## src/shared/adcsq_pkg.sv

```systemverilog
// Purpose: Shared constants for the converter sequencer control block.
// Assumes: APB slave, 32-bit data, one word per register, byte offsets.
// Notes:
package adcsq_pkg;
	// Bus shape
	localparam int         ADCSQ_AW       = 8;
	localparam int         ADCSQ_DW       = 32;
	// Register byte offsets
	localparam logic [7:0] ADCSQ_OFF_CTRL0 = 8'h00; // converter_control_0
	localparam logic [7:0] ADCSQ_OFF_CTRL1 = 8'h04; // converter_control_1
	localparam logic [7:0] ADCSQ_OFF_PINEN = 8'h08; // analog_pin_enable
	localparam logic [7:0] ADCSQ_OFF_RESL  = 8'h0c;
	localparam logic [7:0] ADCSQ_OFF_RESH  = 8'h10;
	localparam logic [7:0] ADCSQ_OFF_STAT  = 8'h14;
	localparam logic [7:0] ADCSQ_OFF_MASK  = 8'h18;
	// Control 0 field positions
	localparam int         ADCSQ_C0_START = 7;
	localparam int         ADCSQ_C0_BUSY  = 6;
	localparam int         ADCSQ_C0_PD    = 5;
	localparam int         ADCSQ_C0_ALIGN = 4;
	localparam int         ADCSQ_C0_CH    = 0;
	// Control 1 field positions
	localparam int         ADCSQ_C1_BGSEL = 7;
	localparam int         ADCSQ_C1_BGEN  = 6;
	localparam int         ADCSQ_C1_VREF  = 4;
	localparam int         ADCSQ_C1_DIV   = 0;
	// Reset values
	localparam logic [7:0] ADCSQ_RST_PINEN = 8'hff;
	localparam logic       ADCSQ_RST_BUSY  = 1'h1;
	localparam logic       ADCSQ_RST_PD    = 1'h1;
	// Geometry and timing
	localparam int         ADCSQ_NCH        = 8;
	localparam int         ADCSQ_RES_W      = 12;
	localparam int         ADCSQ_CONV_TICKS = 16;
	localparam int         ADCSQ_SAMP_TICKS = 4;
	localparam logic [2:0] ADCSQ_DIV_TOP    = 3'h6; // divide by 64; code 7 acts alike
endpackage : adcsq_pkg

```

## src/logic/adcsq_clkdiv.sv

```systemverilog
// Purpose: Converter clock enable, system clock divided by two to the select.
// Assumes: Select may change at any time; the count restarts cleanly.
// Notes: The undefined top code is clamped to the largest divisor.
`timescale 1ns/1ps
module adcsq_clkdiv (
	// Clock and reset
	input  wire logic       i_clk,
	input  wire logic       i_rst_b,
	// Control
	input  wire logic [2:0] i_sel,
	input  wire logic       i_run,
	// Enable pulse
	output logic            o_tick
);
	import adcsq_pkg::*;

	logic [5:0] cnt_q;
	logic [2:0] sel_c;
	logic [5:0] lim;
	logic       wrap;

	// Clamp undefined code, then limit is divisor minus one
	assign sel_c = (i_sel > ADCSQ_DIV_TOP) ? ADCSQ_DIV_TOP : i_sel;
	assign lim   = 6'((7'h01 << sel_c) - 7'h01);
	// Compare with >= so a smaller divisor never waits a full wrap
	assign wrap  = cnt_q >= lim;

	always_ff @(posedge i_clk or negedge i_rst_b) begin
		if (!i_rst_b) begin
			cnt_q  <= 6'h00;
			o_tick <= 1'h0;
		end else begin
			cnt_q  <= (wrap || !i_run) ? 6'h00 : cnt_q + 6'h01;
			o_tick <= wrap && i_run;
		end
	end

	AST_DIV2_SPACING : assert property (@(posedge i_clk) disable iff (!i_rst_b)
		(o_tick && i_run && i_sel == 3'h1 && $past(i_sel) == 3'h1) |=>
		(!o_tick || !i_run || i_sel != 3'h1))
		else $error("Divide-by-two enable pulses too close");
endmodule : adcsq_clkdiv

```

## src/logic/adcsq_sar.sv

```systemverilog
// Purpose: Successive approximation step engine, one step per converter tick.
// Assumes: Comparator high means input above the trial code.
// Notes: First SAMP ticks sample, the remaining ticks decide one bit each.
`timescale 1ns/1ps
module adcsq_sar #(
	parameter int W      = 12,
	parameter int NTICK  = 16,
	parameter int NSAMP  = 4
) (
	// Clock and reset
	input  wire logic         i_clk,
	input  wire logic         i_rst_b,
	// Control
	input  wire logic         i_clr,
	input  wire logic         i_go,
	input  wire logic         i_tick,
	input  wire logic         i_cmp,
	// Results
	output logic [W-1:0]      o_code,
	output logic [W-1:0]      o_result,
	output logic              o_run,
	output logic              o_done
);
	logic [4:0]   cnt_q;
	logic [4:0]   hcnt_q;
	logic         step;
	logic         last;
	logic [W-1:0] bit_now;
	logic [W-1:0] bit_next;
	logic [W-1:0] code_d;

	assign step     = o_run && i_tick;
	assign last     = cnt_q == 5'(NTICK - 1);
	// Bit under trial at this step, and the one to try next
	assign bit_now  = W'(1) << 5'(NTICK - 1 - int'(cnt_q));
	assign bit_next = bit_now >> 1;
	// keep or drop the trial bit
	assign code_d   = (cnt_q == 5'(NSAMP - 1)) ? W'(1) << (W - 1) :
		(cnt_q < 5'(NSAMP)) ? o_code :
		((i_cmp ? o_code : (o_code & ~bit_now)) | bit_next);

	always_ff @(posedge i_clk or negedge i_rst_b) begin
		if (!i_rst_b) begin
			cnt_q <= 5'h00;
			o_run <= 1'h0;
			o_code <= '0;
			o_done <= 1'h0;
		end else begin
			// An abort or restart in the last step must not report an end
			o_done <= step && last && !i_clr && !i_go;
			if (i_clr || i_go) begin
				cnt_q <= 5'h00;
				o_run <= i_go && !i_clr;
				o_code <= '0;
			end else if (step) begin
				cnt_q <= cnt_q + 5'h01;
				o_run <= !last;
				o_code <= code_d;
			end
		end
	end

	// result lands with the done pulse
	always_ff @(posedge i_clk or negedge i_rst_b) begin
		if (!i_rst_b)
			o_result <= '0;
		else if (step && last && !i_clr && !i_go)
			o_result <= code_d;
	end

	// Ticks seen since start, for the duration check only
	always_ff @(posedge i_clk or negedge i_rst_b) begin
		if (!i_rst_b)
			hcnt_q <= 5'h00;
		else if (i_clr || i_go)
			hcnt_q <= 5'h00;
		else if (step)
			hcnt_q <= hcnt_q + 5'h01;
	end

	AST_SIXTEEN_TICKS : assert property (@(posedge i_clk) disable iff (!i_rst_b)
		o_done |-> hcnt_q == 5'd16)
		else $error("Conversion did not take sixteen converter clocks");
endmodule : adcsq_sar

```

## src/logic/adcsq_top.sv

```systemverilog
// Purpose: Converter sequencer control: pins, start handshake, busy, interrupt.
// Assumes: APB master holds each request until ready; analog core outside; comparator async.
// Notes: No wait state on any APB access; ready and read data are registered in the setup cycle, so read data comes from a flop.
`timescale 1ns/1ps
module adcsq_top (
	// Clock and reset
	input  wire logic                           I_MCLK,
	input  wire logic                           I_RST_B,
	// APB slave
	input  wire logic                           I_PSEL,
	input  wire logic                           I_PENABLE,
	input  wire logic                           I_PWRITE,
	input  wire logic [adcsq_pkg::ADCSQ_AW-1:0] I_PADDR,
	input  wire logic [adcsq_pkg::ADCSQ_DW-1:0] I_PWDATA,
	output logic      [adcsq_pkg::ADCSQ_DW-1:0] O_PRDATA,
	output logic                                O_PREADY,
	output logic                                O_PSLVERR,
	// Port settings from the I/O block
	input  wire logic [adcsq_pkg::ADCSQ_NCH-1:0] I_PORT_DIR,
	input  wire logic [adcsq_pkg::ADCSQ_NCH-1:0] I_PULL_EN,
	input  wire logic                            I_GLOBAL_IE,
	// Analog core
	input  wire logic                            I_CMP,
	output logic [adcsq_pkg::ADCSQ_RES_W-1:0]    O_DAC_CODE,
	output logic                                 O_ADC_RST,
	output logic                                 O_ADC_PD,
	output logic [adcsq_pkg::ADCSQ_NCH-1:0]      O_CH_CONNECT,
	output logic                                 O_BG_ROUTE,
	output logic                                 O_BG_EN,
	output logic                                 O_VREF_PIN,
	// Effective pin setup
	output logic [adcsq_pkg::ADCSQ_NCH-1:0]      O_PIN_ANALOG,
	output logic [adcsq_pkg::ADCSQ_NCH-1:0]      O_PORT_DIR,
	output logic [adcsq_pkg::ADCSQ_NCH-1:0]      O_PULL_EN,
	// Interrupt
	output logic                                 O_INT_REQ,
	output logic                                 O_IRQ
);
	import adcsq_pkg::*;

	// Software state
	logic             start_q;
	logic             armed_q;
	logic             busy_q;
	logic             pd_q;
	logic             align_q;
	logic [2:0]       ch_q;
	logic             bgsel_q;
	logic             bgen_q;
	logic             vref_q;
	logic [2:0]       div_q;
	logic [7:0]       pinen_q;
	logic [7:0]       pinen_d;
	logic             stat_q;
	logic             mask_q;
	logic             go_q;
	// Comparator synchroniser
	logic             cmp_s1;
	logic             cmp_s2;
	logic             cmp_s3;
	logic             cmp_q;
	// Engine links
	logic             tick;
	logic             sar_run;
	logic             sar_done;
	logic [11:0]      sar_result;
	logic [11:0]      sar_code;
	// Bus decode
	logic             setup;
	logic             access;
	logic             wr;
	logic             rd;
	logic [7:0]       wdat;
	logic             hit;
	logic             aligned;
	logic             wr_c0;
	logic             wr_c1;
	logic             wr_pe;
	logic             wr_mk;
	logic             rd_st;
	logic             new_start;
	logic             start_rise;
	logic             start_fall;
	logic [7:0]       res_l;
	logic [7:0]       res_h;
	logic [7:0]       rd_byte;

	// Access decode; requests are taken at the access edge only
	assign setup   = I_PSEL && !I_PENABLE;
	assign access  = I_PSEL && I_PENABLE && O_PREADY;
	assign wr      = access && I_PWRITE && !O_PSLVERR;
	assign rd      = access && !I_PWRITE && !O_PSLVERR;
	assign wdat    = I_PWDATA[7:0];
	assign aligned = I_PADDR[1:0] == 2'h0;
	assign hit     = aligned && (I_PADDR <= ADCSQ_OFF_MASK);
	assign wr_c0   = wr && I_PADDR == ADCSQ_OFF_CTRL0;
	assign wr_c1   = wr && I_PADDR == ADCSQ_OFF_CTRL1;
	assign wr_pe   = wr && I_PADDR == ADCSQ_OFF_PINEN;
	assign wr_mk   = wr && I_PADDR == ADCSQ_OFF_MASK;
	assign rd_st   = rd && I_PADDR == ADCSQ_OFF_STAT;

	// start edges seen on writes of control 0
	assign new_start  = wdat[ADCSQ_C0_START];
	assign start_rise = wr_c0 && new_start && !start_q;
	assign start_fall = wr_c0 && !new_start && start_q && armed_q;

	assign res_h = align_q ? {4'h0, sar_result[11:8]} : sar_result[11:4];
	assign res_l = align_q ? sar_result[7:0] : {sar_result[3:0], 4'h0};

	// Read mux; unmapped addresses read zero
	assign rd_byte =
		(I_PADDR == ADCSQ_OFF_CTRL0) ? {start_q, busy_q, pd_q, align_q, 1'h0, ch_q} :
		(I_PADDR == ADCSQ_OFF_CTRL1) ? {bgsel_q, bgen_q, 1'h0, vref_q, 1'h0, div_q} :
		(I_PADDR == ADCSQ_OFF_PINEN) ? pinen_q :
		(I_PADDR == ADCSQ_OFF_RESL)  ? res_l :
		(I_PADDR == ADCSQ_OFF_RESH)  ? res_h :
		(I_PADDR == ADCSQ_OFF_STAT)  ? {7'h00, stat_q} :
		(I_PADDR == ADCSQ_OFF_MASK)  ? {7'h00, mask_q} : 8'h00;

	assign pinen_d = wr_pe ? wdat : pinen_q;

	// APB answer: ready one cycle after setup, data latched in setup
	always_ff @(posedge I_MCLK or negedge I_RST_B) begin
		if (!I_RST_B) begin
			O_PREADY  <= 1'h0;
			O_PSLVERR <= 1'h0;
			O_PRDATA  <= 32'h0000_0000;
		end else begin
			O_PREADY  <= setup;
			O_PSLVERR <= setup && !hit;
			if (setup)
				O_PRDATA <= {24'h00_0000, hit ? rd_byte : 8'h00};
		end
	end

	// Configuration registers of control 0 and 1
	always_ff @(posedge I_MCLK or negedge I_RST_B) begin
		if (!I_RST_B) begin
			pd_q    <= ADCSQ_RST_PD;
			align_q <= 1'h0;
			ch_q    <= 3'h0;
			bgsel_q <= 1'h0;
			bgen_q  <= 1'h0;
			vref_q  <= 1'h0;
			div_q   <= 3'h0;
		end else begin
			if (wr_c0) begin
				pd_q    <= wdat[ADCSQ_C0_PD];
				align_q <= wdat[ADCSQ_C0_ALIGN];
				ch_q    <= wdat[ADCSQ_C0_CH +: 3];
			end
			if (wr_c1) begin
				bgsel_q <= wdat[ADCSQ_C1_BGSEL];
				bgen_q  <= wdat[ADCSQ_C1_BGEN];
				vref_q  <= wdat[ADCSQ_C1_VREF];
				div_q   <= wdat[ADCSQ_C1_DIV +: 3];
			end
		end
	end

	// pin enables reset to all analog
	always_ff @(posedge I_MCLK or negedge I_RST_B) begin
		if (!I_RST_B)
			pinen_q <= ADCSQ_RST_PINEN;
		else
			pinen_q <= pinen_d;
	end

	// start bit, arm flag and one-cycle go pulse
	always_ff @(posedge I_MCLK or negedge I_RST_B) begin
		if (!I_RST_B) begin
			start_q <= 1'h0;
			armed_q <= 1'h0;
			go_q    <= 1'h0;
		end else begin
			if (wr_c0)
				start_q <= new_start;
			if (start_rise)
				armed_q <= 1'h1;
			else if (start_fall)
				armed_q <= 1'h0;
			go_q <= start_fall;
		end
	end

	// busy set by start rise, cleared by conversion end
	always_ff @(posedge I_MCLK or negedge I_RST_B) begin
		if (!I_RST_B)
			busy_q <= ADCSQ_RST_BUSY;
		else if (start_rise || start_q)
			busy_q <= 1'h1;
		else if (sar_done)
			busy_q <= 1'h0;
	end

	// sticky request; a new end wins over the read clear
	always_ff @(posedge I_MCLK or negedge I_RST_B) begin
		if (!I_RST_B) begin
			stat_q <= 1'h0;
			mask_q <= 1'h0;
			O_IRQ  <= 1'h0;
		end else begin
			if (sar_done)
				stat_q <= 1'h1;
			else if (rd_st)
				stat_q <= 1'h0;
			if (wr_mk)
				mask_q <= wdat[0];
			O_IRQ <= (sar_done || (stat_q && !rd_st)) && mask_q && I_GLOBAL_IE;
		end
	end
	assign O_INT_REQ = stat_q;

	// Comparator crosses from the analog side; accept when stages 2 and 3 agree
	always_ff @(posedge I_MCLK or negedge I_RST_B) begin
		if (!I_RST_B) begin
			cmp_s1 <= 1'h0;
			cmp_s2 <= 1'h0;
			cmp_s3 <= 1'h0;
			cmp_q  <= 1'h0;
		end else begin
			cmp_s1 <= I_CMP;
			cmp_s2 <= cmp_s1;
			cmp_s3 <= cmp_s2;
			if (cmp_s2 == cmp_s3)
				cmp_q <= cmp_s3;
		end
	end

	// converter clock stops while powered down, so a conversion stalls
	adcsq_clkdiv u_div (
		.i_clk   (I_MCLK),
		.i_rst_b (I_RST_B),
		.i_sel   (div_q),
		.i_run   (!pd_q),
		.o_tick  (tick)
	);

	// step engine; start held high keeps it cleared
	adcsq_sar #(
		.W     (ADCSQ_RES_W),
		.NTICK (ADCSQ_CONV_TICKS),
		.NSAMP (ADCSQ_SAMP_TICKS)
	) u_sar (
		.i_clk    (I_MCLK),
		.i_rst_b  (I_RST_B),
		.i_clr    (start_q),
		.i_go     (go_q),
		.i_tick   (tick),
		.i_cmp    (cmp_q),
		.o_code   (sar_code),
		.o_result (sar_result),
		.o_run    (sar_run),
		.o_done   (sar_done)
	);
	assign O_DAC_CODE = sar_code;
	assign O_ADC_RST  = start_q;

	// Analog routing and pin overrides; power down and pin overrides built from next values so they never lag, routing from the stored fields
	always_ff @(posedge I_MCLK or negedge I_RST_B) begin
		if (!I_RST_B) begin
			O_ADC_PD     <= ADCSQ_RST_PD;
			O_CH_CONNECT <= 8'h00;
			O_BG_ROUTE   <= 1'h0;
			O_BG_EN      <= 1'h0;
			O_VREF_PIN   <= 1'h0;
			O_PIN_ANALOG <= ADCSQ_RST_PINEN;
			O_PORT_DIR   <= ADCSQ_RST_PINEN;
			O_PULL_EN    <= 8'h00;
		end else begin
			O_ADC_PD     <= wr_c0 ? wdat[ADCSQ_C0_PD] : pd_q;
			O_CH_CONNECT <= bgsel_q ? 8'h00 : (8'h01 << ch_q);
			O_BG_ROUTE   <= bgsel_q;
			O_BG_EN      <= bgen_q;
			O_VREF_PIN   <= vref_q;
			O_PIN_ANALOG <= pinen_d;
			O_PORT_DIR   <= I_PORT_DIR | pinen_d;
			O_PULL_EN    <= I_PULL_EN & ~pinen_d;
		end
	end

	AST_PINS_RESET_ANALOG : assert property (@(posedge I_MCLK) disable iff (!I_RST_B)
		(!$past(I_RST_B)) |-> O_PIN_ANALOG == 8'hff)
		else $error("Pins not all analog after reset");

	AST_START_PULSE_RUNS : assert property (@(posedge I_MCLK) disable iff (!I_RST_B)
		start_fall |-> ##2 sar_run)
		else $error("Start pulse did not begin a conversion");

	AST_START_HOLD_RESET : assert property (@(posedge I_MCLK) disable iff (!I_RST_B)
		(start_q && $past(start_q)) |-> (busy_q && O_ADC_RST && !sar_run))
		else $error("Held start did not hold converter in reset");

	AST_BUSY_CLEARS : assert property (@(posedge I_MCLK) disable iff (!I_RST_B)
		(sar_done && !start_q && !start_rise) |=> !busy_q)
		else $error("Busy flag did not clear at conversion end");

	AST_REQ_AT_END : assert property (@(posedge I_MCLK) disable iff (!I_RST_B)
		sar_done |=> (stat_q && (O_IRQ == ($past(mask_q) && $past(I_GLOBAL_IE)))))
		else $error("Request or interrupt wrong at conversion end");

	AST_ANALOG_OVERRIDES : assert property (@(posedge I_MCLK) disable iff (!I_RST_B)
		((O_PORT_DIR & O_PIN_ANALOG) == O_PIN_ANALOG))
		else $error("Analog pin not forced to input");

	AST_PULL_DROPPED : assert property (@(posedge I_MCLK) disable iff (!I_RST_B)
		((O_PULL_EN & O_PIN_ANALOG) == 8'h00))
		else $error("Pull-high left on an analog pin");

	AST_BANDGAP_ISOLATES : assert property (@(posedge I_MCLK) disable iff (!I_RST_B)
		O_BG_ROUTE |-> O_CH_CONNECT == 8'h00)
		else $error("Pin connected while bandgap routed");

	AST_RESULT_FIRST : assert property (@(posedge I_MCLK) disable iff (!I_RST_B)
		$fell(busy_q) |-> ($past(sar_done) && $stable(sar_result)))
		else $error("Busy fell without a settled result");
endmodule : adcsq_top

```

## config.mk

```make
export PLATFORM = sky130hd
export DESIGN_NAME = adcsq_top
export DESIGN_NICKNAME = d
export VERILOG_FILES = /design/src/shared/adcsq_pkg.sv /design/src/logic/adcsq_clkdiv.sv /design/src/logic/adcsq_sar.sv /design/src/logic/adcsq_top.sv
export SDC_FILE = /design/constraint.sdc
export NUM_CORES = 1
export LEC_CHECK = 0
export BUFFER_PORTS_ARGS = -buffer_cell sky130_fd_sc_hd__buf_4
export CELL_PAD_IN_SITES_DETAIL_PLACEMENT = 0
export CELL_PAD_IN_SITES_GLOBAL_PLACEMENT = 1
export CORE_MARGIN = 2
export CORE_UTILIZATION = 41
export CTS_BUF_LIST = sky130_fd_sc_hd__clkbuf_2
export DETAILED_ROUTE_END_ITERATION = 16
export PLACE_DENSITY_LB_ADDON = 0.25
export SYNTH_ARGS = -nofsm -noshare
export SYNTH_HDL_FRONTEND = slang
export SYNTH_SLANG_ARGS = --single-unit
```

## constraint.sdc

```tcl
create_clock -name I_MCLK -period 2.55 [get_ports I_MCLK]
set_input_delay 0.1275 -clock I_MCLK [delete_from_list [all_inputs] [get_ports I_MCLK]]
set_output_delay 0.1275 -clock I_MCLK [all_outputs]
set_load 0.01 [all_outputs]
```

==> impl_metrics.json <==
{
  "outcome": "complete, no violations",
  "routed_wl_um": 12800,
  "synthToLayoutAreaGrowth_pct": 29.2,
  "hold_viol": 0,
  "grt-ovfl-total": 0,
  "cp-end-kind": "flop",
  "track_usage_pct": 19.8,
  "critical_path.top_delay_family": "simple AND/OR/NAND/NOR gates",
  "hold_class": "in2async",
  "cpPeakStageDelay_ns": 0.54,
  "insertion_delay_ns": 0.60,
  "synth_common_cells": "dfrtp_1, nand2_1, nor2_1",
  "synthFlopType": "dfrtp_1",
  "r2r_end": "O_PULL_EN[7]$_DFF_PN0_",
  "ctsHtreeMaxLevel": 3,
  "power.density_nw_per_um2": 438,
  "crit_required_ns": 3.12,
  "post-synth-top-count-cell": "dfrtp_1",
  "worstPathCellList": "and4b_1 > nand2_1 > nor3_4 > buf_4 > mux2i_1 > and2_1 > dlygate4sd3_1",
  "worstSetupPathDepth": 7,
  "grt_max_degree": 57,
  "cts.sinks": 105,
  "die_area_um2": 13300,
  "ys_seq_area_share_pct": 52.3,
  "ys_warn_count": 0,
  "nets": 717,
  "grt_pass1_wl_um": 20100,
  "drv_slew": 0,
  "rr_startpoint": "O_PSLVERR$_DFF_PN0_",
  "die_h_um": 115,
  "cts_root_buffer": "clkbuf_2",
  "startpoint": "O_PSLVERR$_DFF_PN0_",
  "clk_pin_slew_ns": 0.28,
  "r2r_slack_ns": 0.07,
  "drv_cap": 0,
  "place_hpwl_um": 9080,
  "slowest_stage": "dlygate4sd3_1",
  "async_reset_ff_share_pct": 100,
  "boundaryPins": 148,
  "reg2regPathDepth": 7,
  "crit_arrival_ns": 3.06,
  "synth_edf_count": 0,
  "first_pass_iters": 4,
  "start_kind": "flop",
  "path_buf_inv": 2,
  "via_per_inst": 4.99,
  "yosys.area.top_type": "dfrtp_1",
  "fp-row-count": 40,
  "detail_route.wl_per_cell_um": 15.7,
  "portBuffers": 99,
  "synth.ff_latch_count": 105,
  "finalCritPeriodShare_pct": 97.3,
  "antenna_found_initial": 1,
  "vdd_drop_max_v": 0.000242,
  "endpoint": "O_PULL_EN[7]$_DFF_PN0_",
  "crit_path_max_fanout": 8,
  "chipWidth_um": 115,
  "netlist_instances": 495,
  "initial_core_util_pct": 42.0,
  "period_needed_ns": 2.48,
  "fillers": 1054,
  "gp_congestion": 0.875,
  "cts_tree": "built",
  "slew-limit-headroom_pct": 52.6,
  "numCtsBuffers": 9,
  "synth_area_um2": 5070,
  "worst_pin_slew_ns": 0.711,
  "whs_ns": 0.0802,
  "rsz0062_at_grt": "no",
  "clockBufferDepth": 2,
  "drc_errors": 0,
  "drtIter0Drc": 233,
  "synth_area_leaders": "dfrtp_1, dfstp_2, nand2_1",
  "setup_viol": 0,
  "synth.top_cell.area_share_pct": 43.0,
  "ant_nets": 0,
  "crit_type": "reg2reg",
  "core-area_um2": 12100,
  "vias": 4063,
  "grt_pass1_vias": 3973,
  "p_leak_nw": 3.06,
  "syn_area_per_cell_um2": 10.2,
  "clock_skew_ns": 0.0317,
  "fmaxAchievable_mhz": 403,
  "setup_tns_ns": 0,
  "synth_cell_type_count": 57,
  "drive_above_1_share_pct": 24.9
}
[cell usage in the layout (no fill, tap or decap), drive strengths merged, types with 3 or more instances in the layout]
cell / instances
xor2: 4
nand4: 6
dfstp: 18
nor3: 10
buf: 105
mux2: 15
o21a: 3
a211oi: 3
ha: 13
and3: 3
nand3b: 3
a2bb2oi: 3
a21oi: 28
inv: 22
conb: 24
and2: 10
xnor2: 3
a22o: 6
a32o: 3
nand3: 10
nand2: 61
clkbuf: 11
a22oi: 4
nor4: 4
a31oi: 5
dfrtp: 87
nor2: 37
dlygate4sd3: 49
nand2b: 17
mux2i: 18
o21ai: 32
and4b: 3
o221ai: 3
[metal layers]
layer / track usage [%] / vias up / wire length (um)
li1: - / 1956 / -
met1: 27.0 / 1964 / 5820
met2: 32.2 / 130 / 6110
met3: 2.74 / 13 / 642
met4: 7.79 / 0 / 189
met5: 0 / - / 0
[power by group]
group | switching (mW) | internal, mW
Sequential | 0.0142 | 1.70
Combinational | 0.135 | 0.135
Clock | 0.552 | 0.332
Total | 0.701 | 2.17
[final cells by class]
class / instances / area [um2] / share of cell area (%)
timing repair buffer: 154 / 1290 / 19.7
multi-input combinational: 349 / 2180 / 33.2
tap: 168 / 210 / 3.21
clock buffer: 11 / 55.1 / 0.841
sequential: 105 / 2650 / 40.5
inverter: 22 / 82.6 / 1.26
antenna: 1 / 2.50 / 0.0382
clock inverter: 5 / 81.3 / 1.24
[worst min-delay path by stage]
stage,startpoint,endpoint,depth (start not counted),slack [ns]
final,I_RST_B,O_IRQ$_DFF_PN0_,2,0.08
after global routing,I_RST_B,O_CH_CONNECT[6]$_DFF_PN0_,2,0.08
after CTS,I_PADDR[0],O_ADC_PD$_DFFE_PN1P_,5,0.04
after detailed placement,I_RST_B,u_sar.o_code[3]$_DFFE_PN0P_,1,0.24
after global placement,I_RST_B,u_sar.o_code[4]$_DFFE_PN0P_,1,0.22
after floorplan,I_RST_B,O_ADC_RST$_DFFE_PN0P_,0,-0.17
[state kept, by name (all words and copies together), names as in the netlist, 3 cells and up]
| name | count |
|---|---|
| ch_q | 3 |
| O_CH_CONNECT | 8 |
| O_PULL_EN | 8 |
| O_PORT_DIR | 8 |
| O_PRDATA | 8 |
| u_sar.o_code | 12 |
| div_q | 3 |
| O_PIN_ANALOG | 8 |
| u_div.cnt_q | 6 |
| u_sar.cnt_q | 5 |
| u_sar.o_result | 12 |
[logic make-up after synthesis]
group	synth area share, %
muxes	6.89
xor gates and xnor gates	1.21
DFF	52.3
other	0.0740
AOI/OAI and AO/OA	11.8
adders and majority gates	3.41
buffers and inverters	6.64
and+or+nand+nor	17.7
[stage by stage]
step / cell area [um2] / setup slack (ns) / std cells / power [mW] / utilization, %
5_1_grt: 6550 / 0.0195 / 815 / 2.99 / 54.3
2_1_floorplan: 5150 / 0.717 / 518 / 1.84 / -
3_5_place_dp: 5910 / 0.556 / 749 / 1.95 / 49.0
4_1_cts: 6540 / 0.103 / 814 / 2.90 / 54.2
6_report: 6550 / 0.0686 / 815 / 2.87 / 54.3
3_3_place_gp: 5910 / 0.590 / 749 / 1.94 / 49.0
[worst reg2reg max path: cells and delay by family, from the launching register on]
family / cells / cell delay (ns)
buffers and inverters: 2 / 0.78
multiplexers: 1 / 0.33
AND/OR/NAND/NOR: 4 / 0.90
flip-flops: 1 / 0.44
[what timing repair did]
item                                    CTS  global route
setup buffers                             0             0
endpoints found under the hold margin   102             0
gates resized for setup                   0             2
endpoints found under the setup margin    0             1
hold buffers                             49             0
Note: power is estimated with default switching activity, not from simulation.
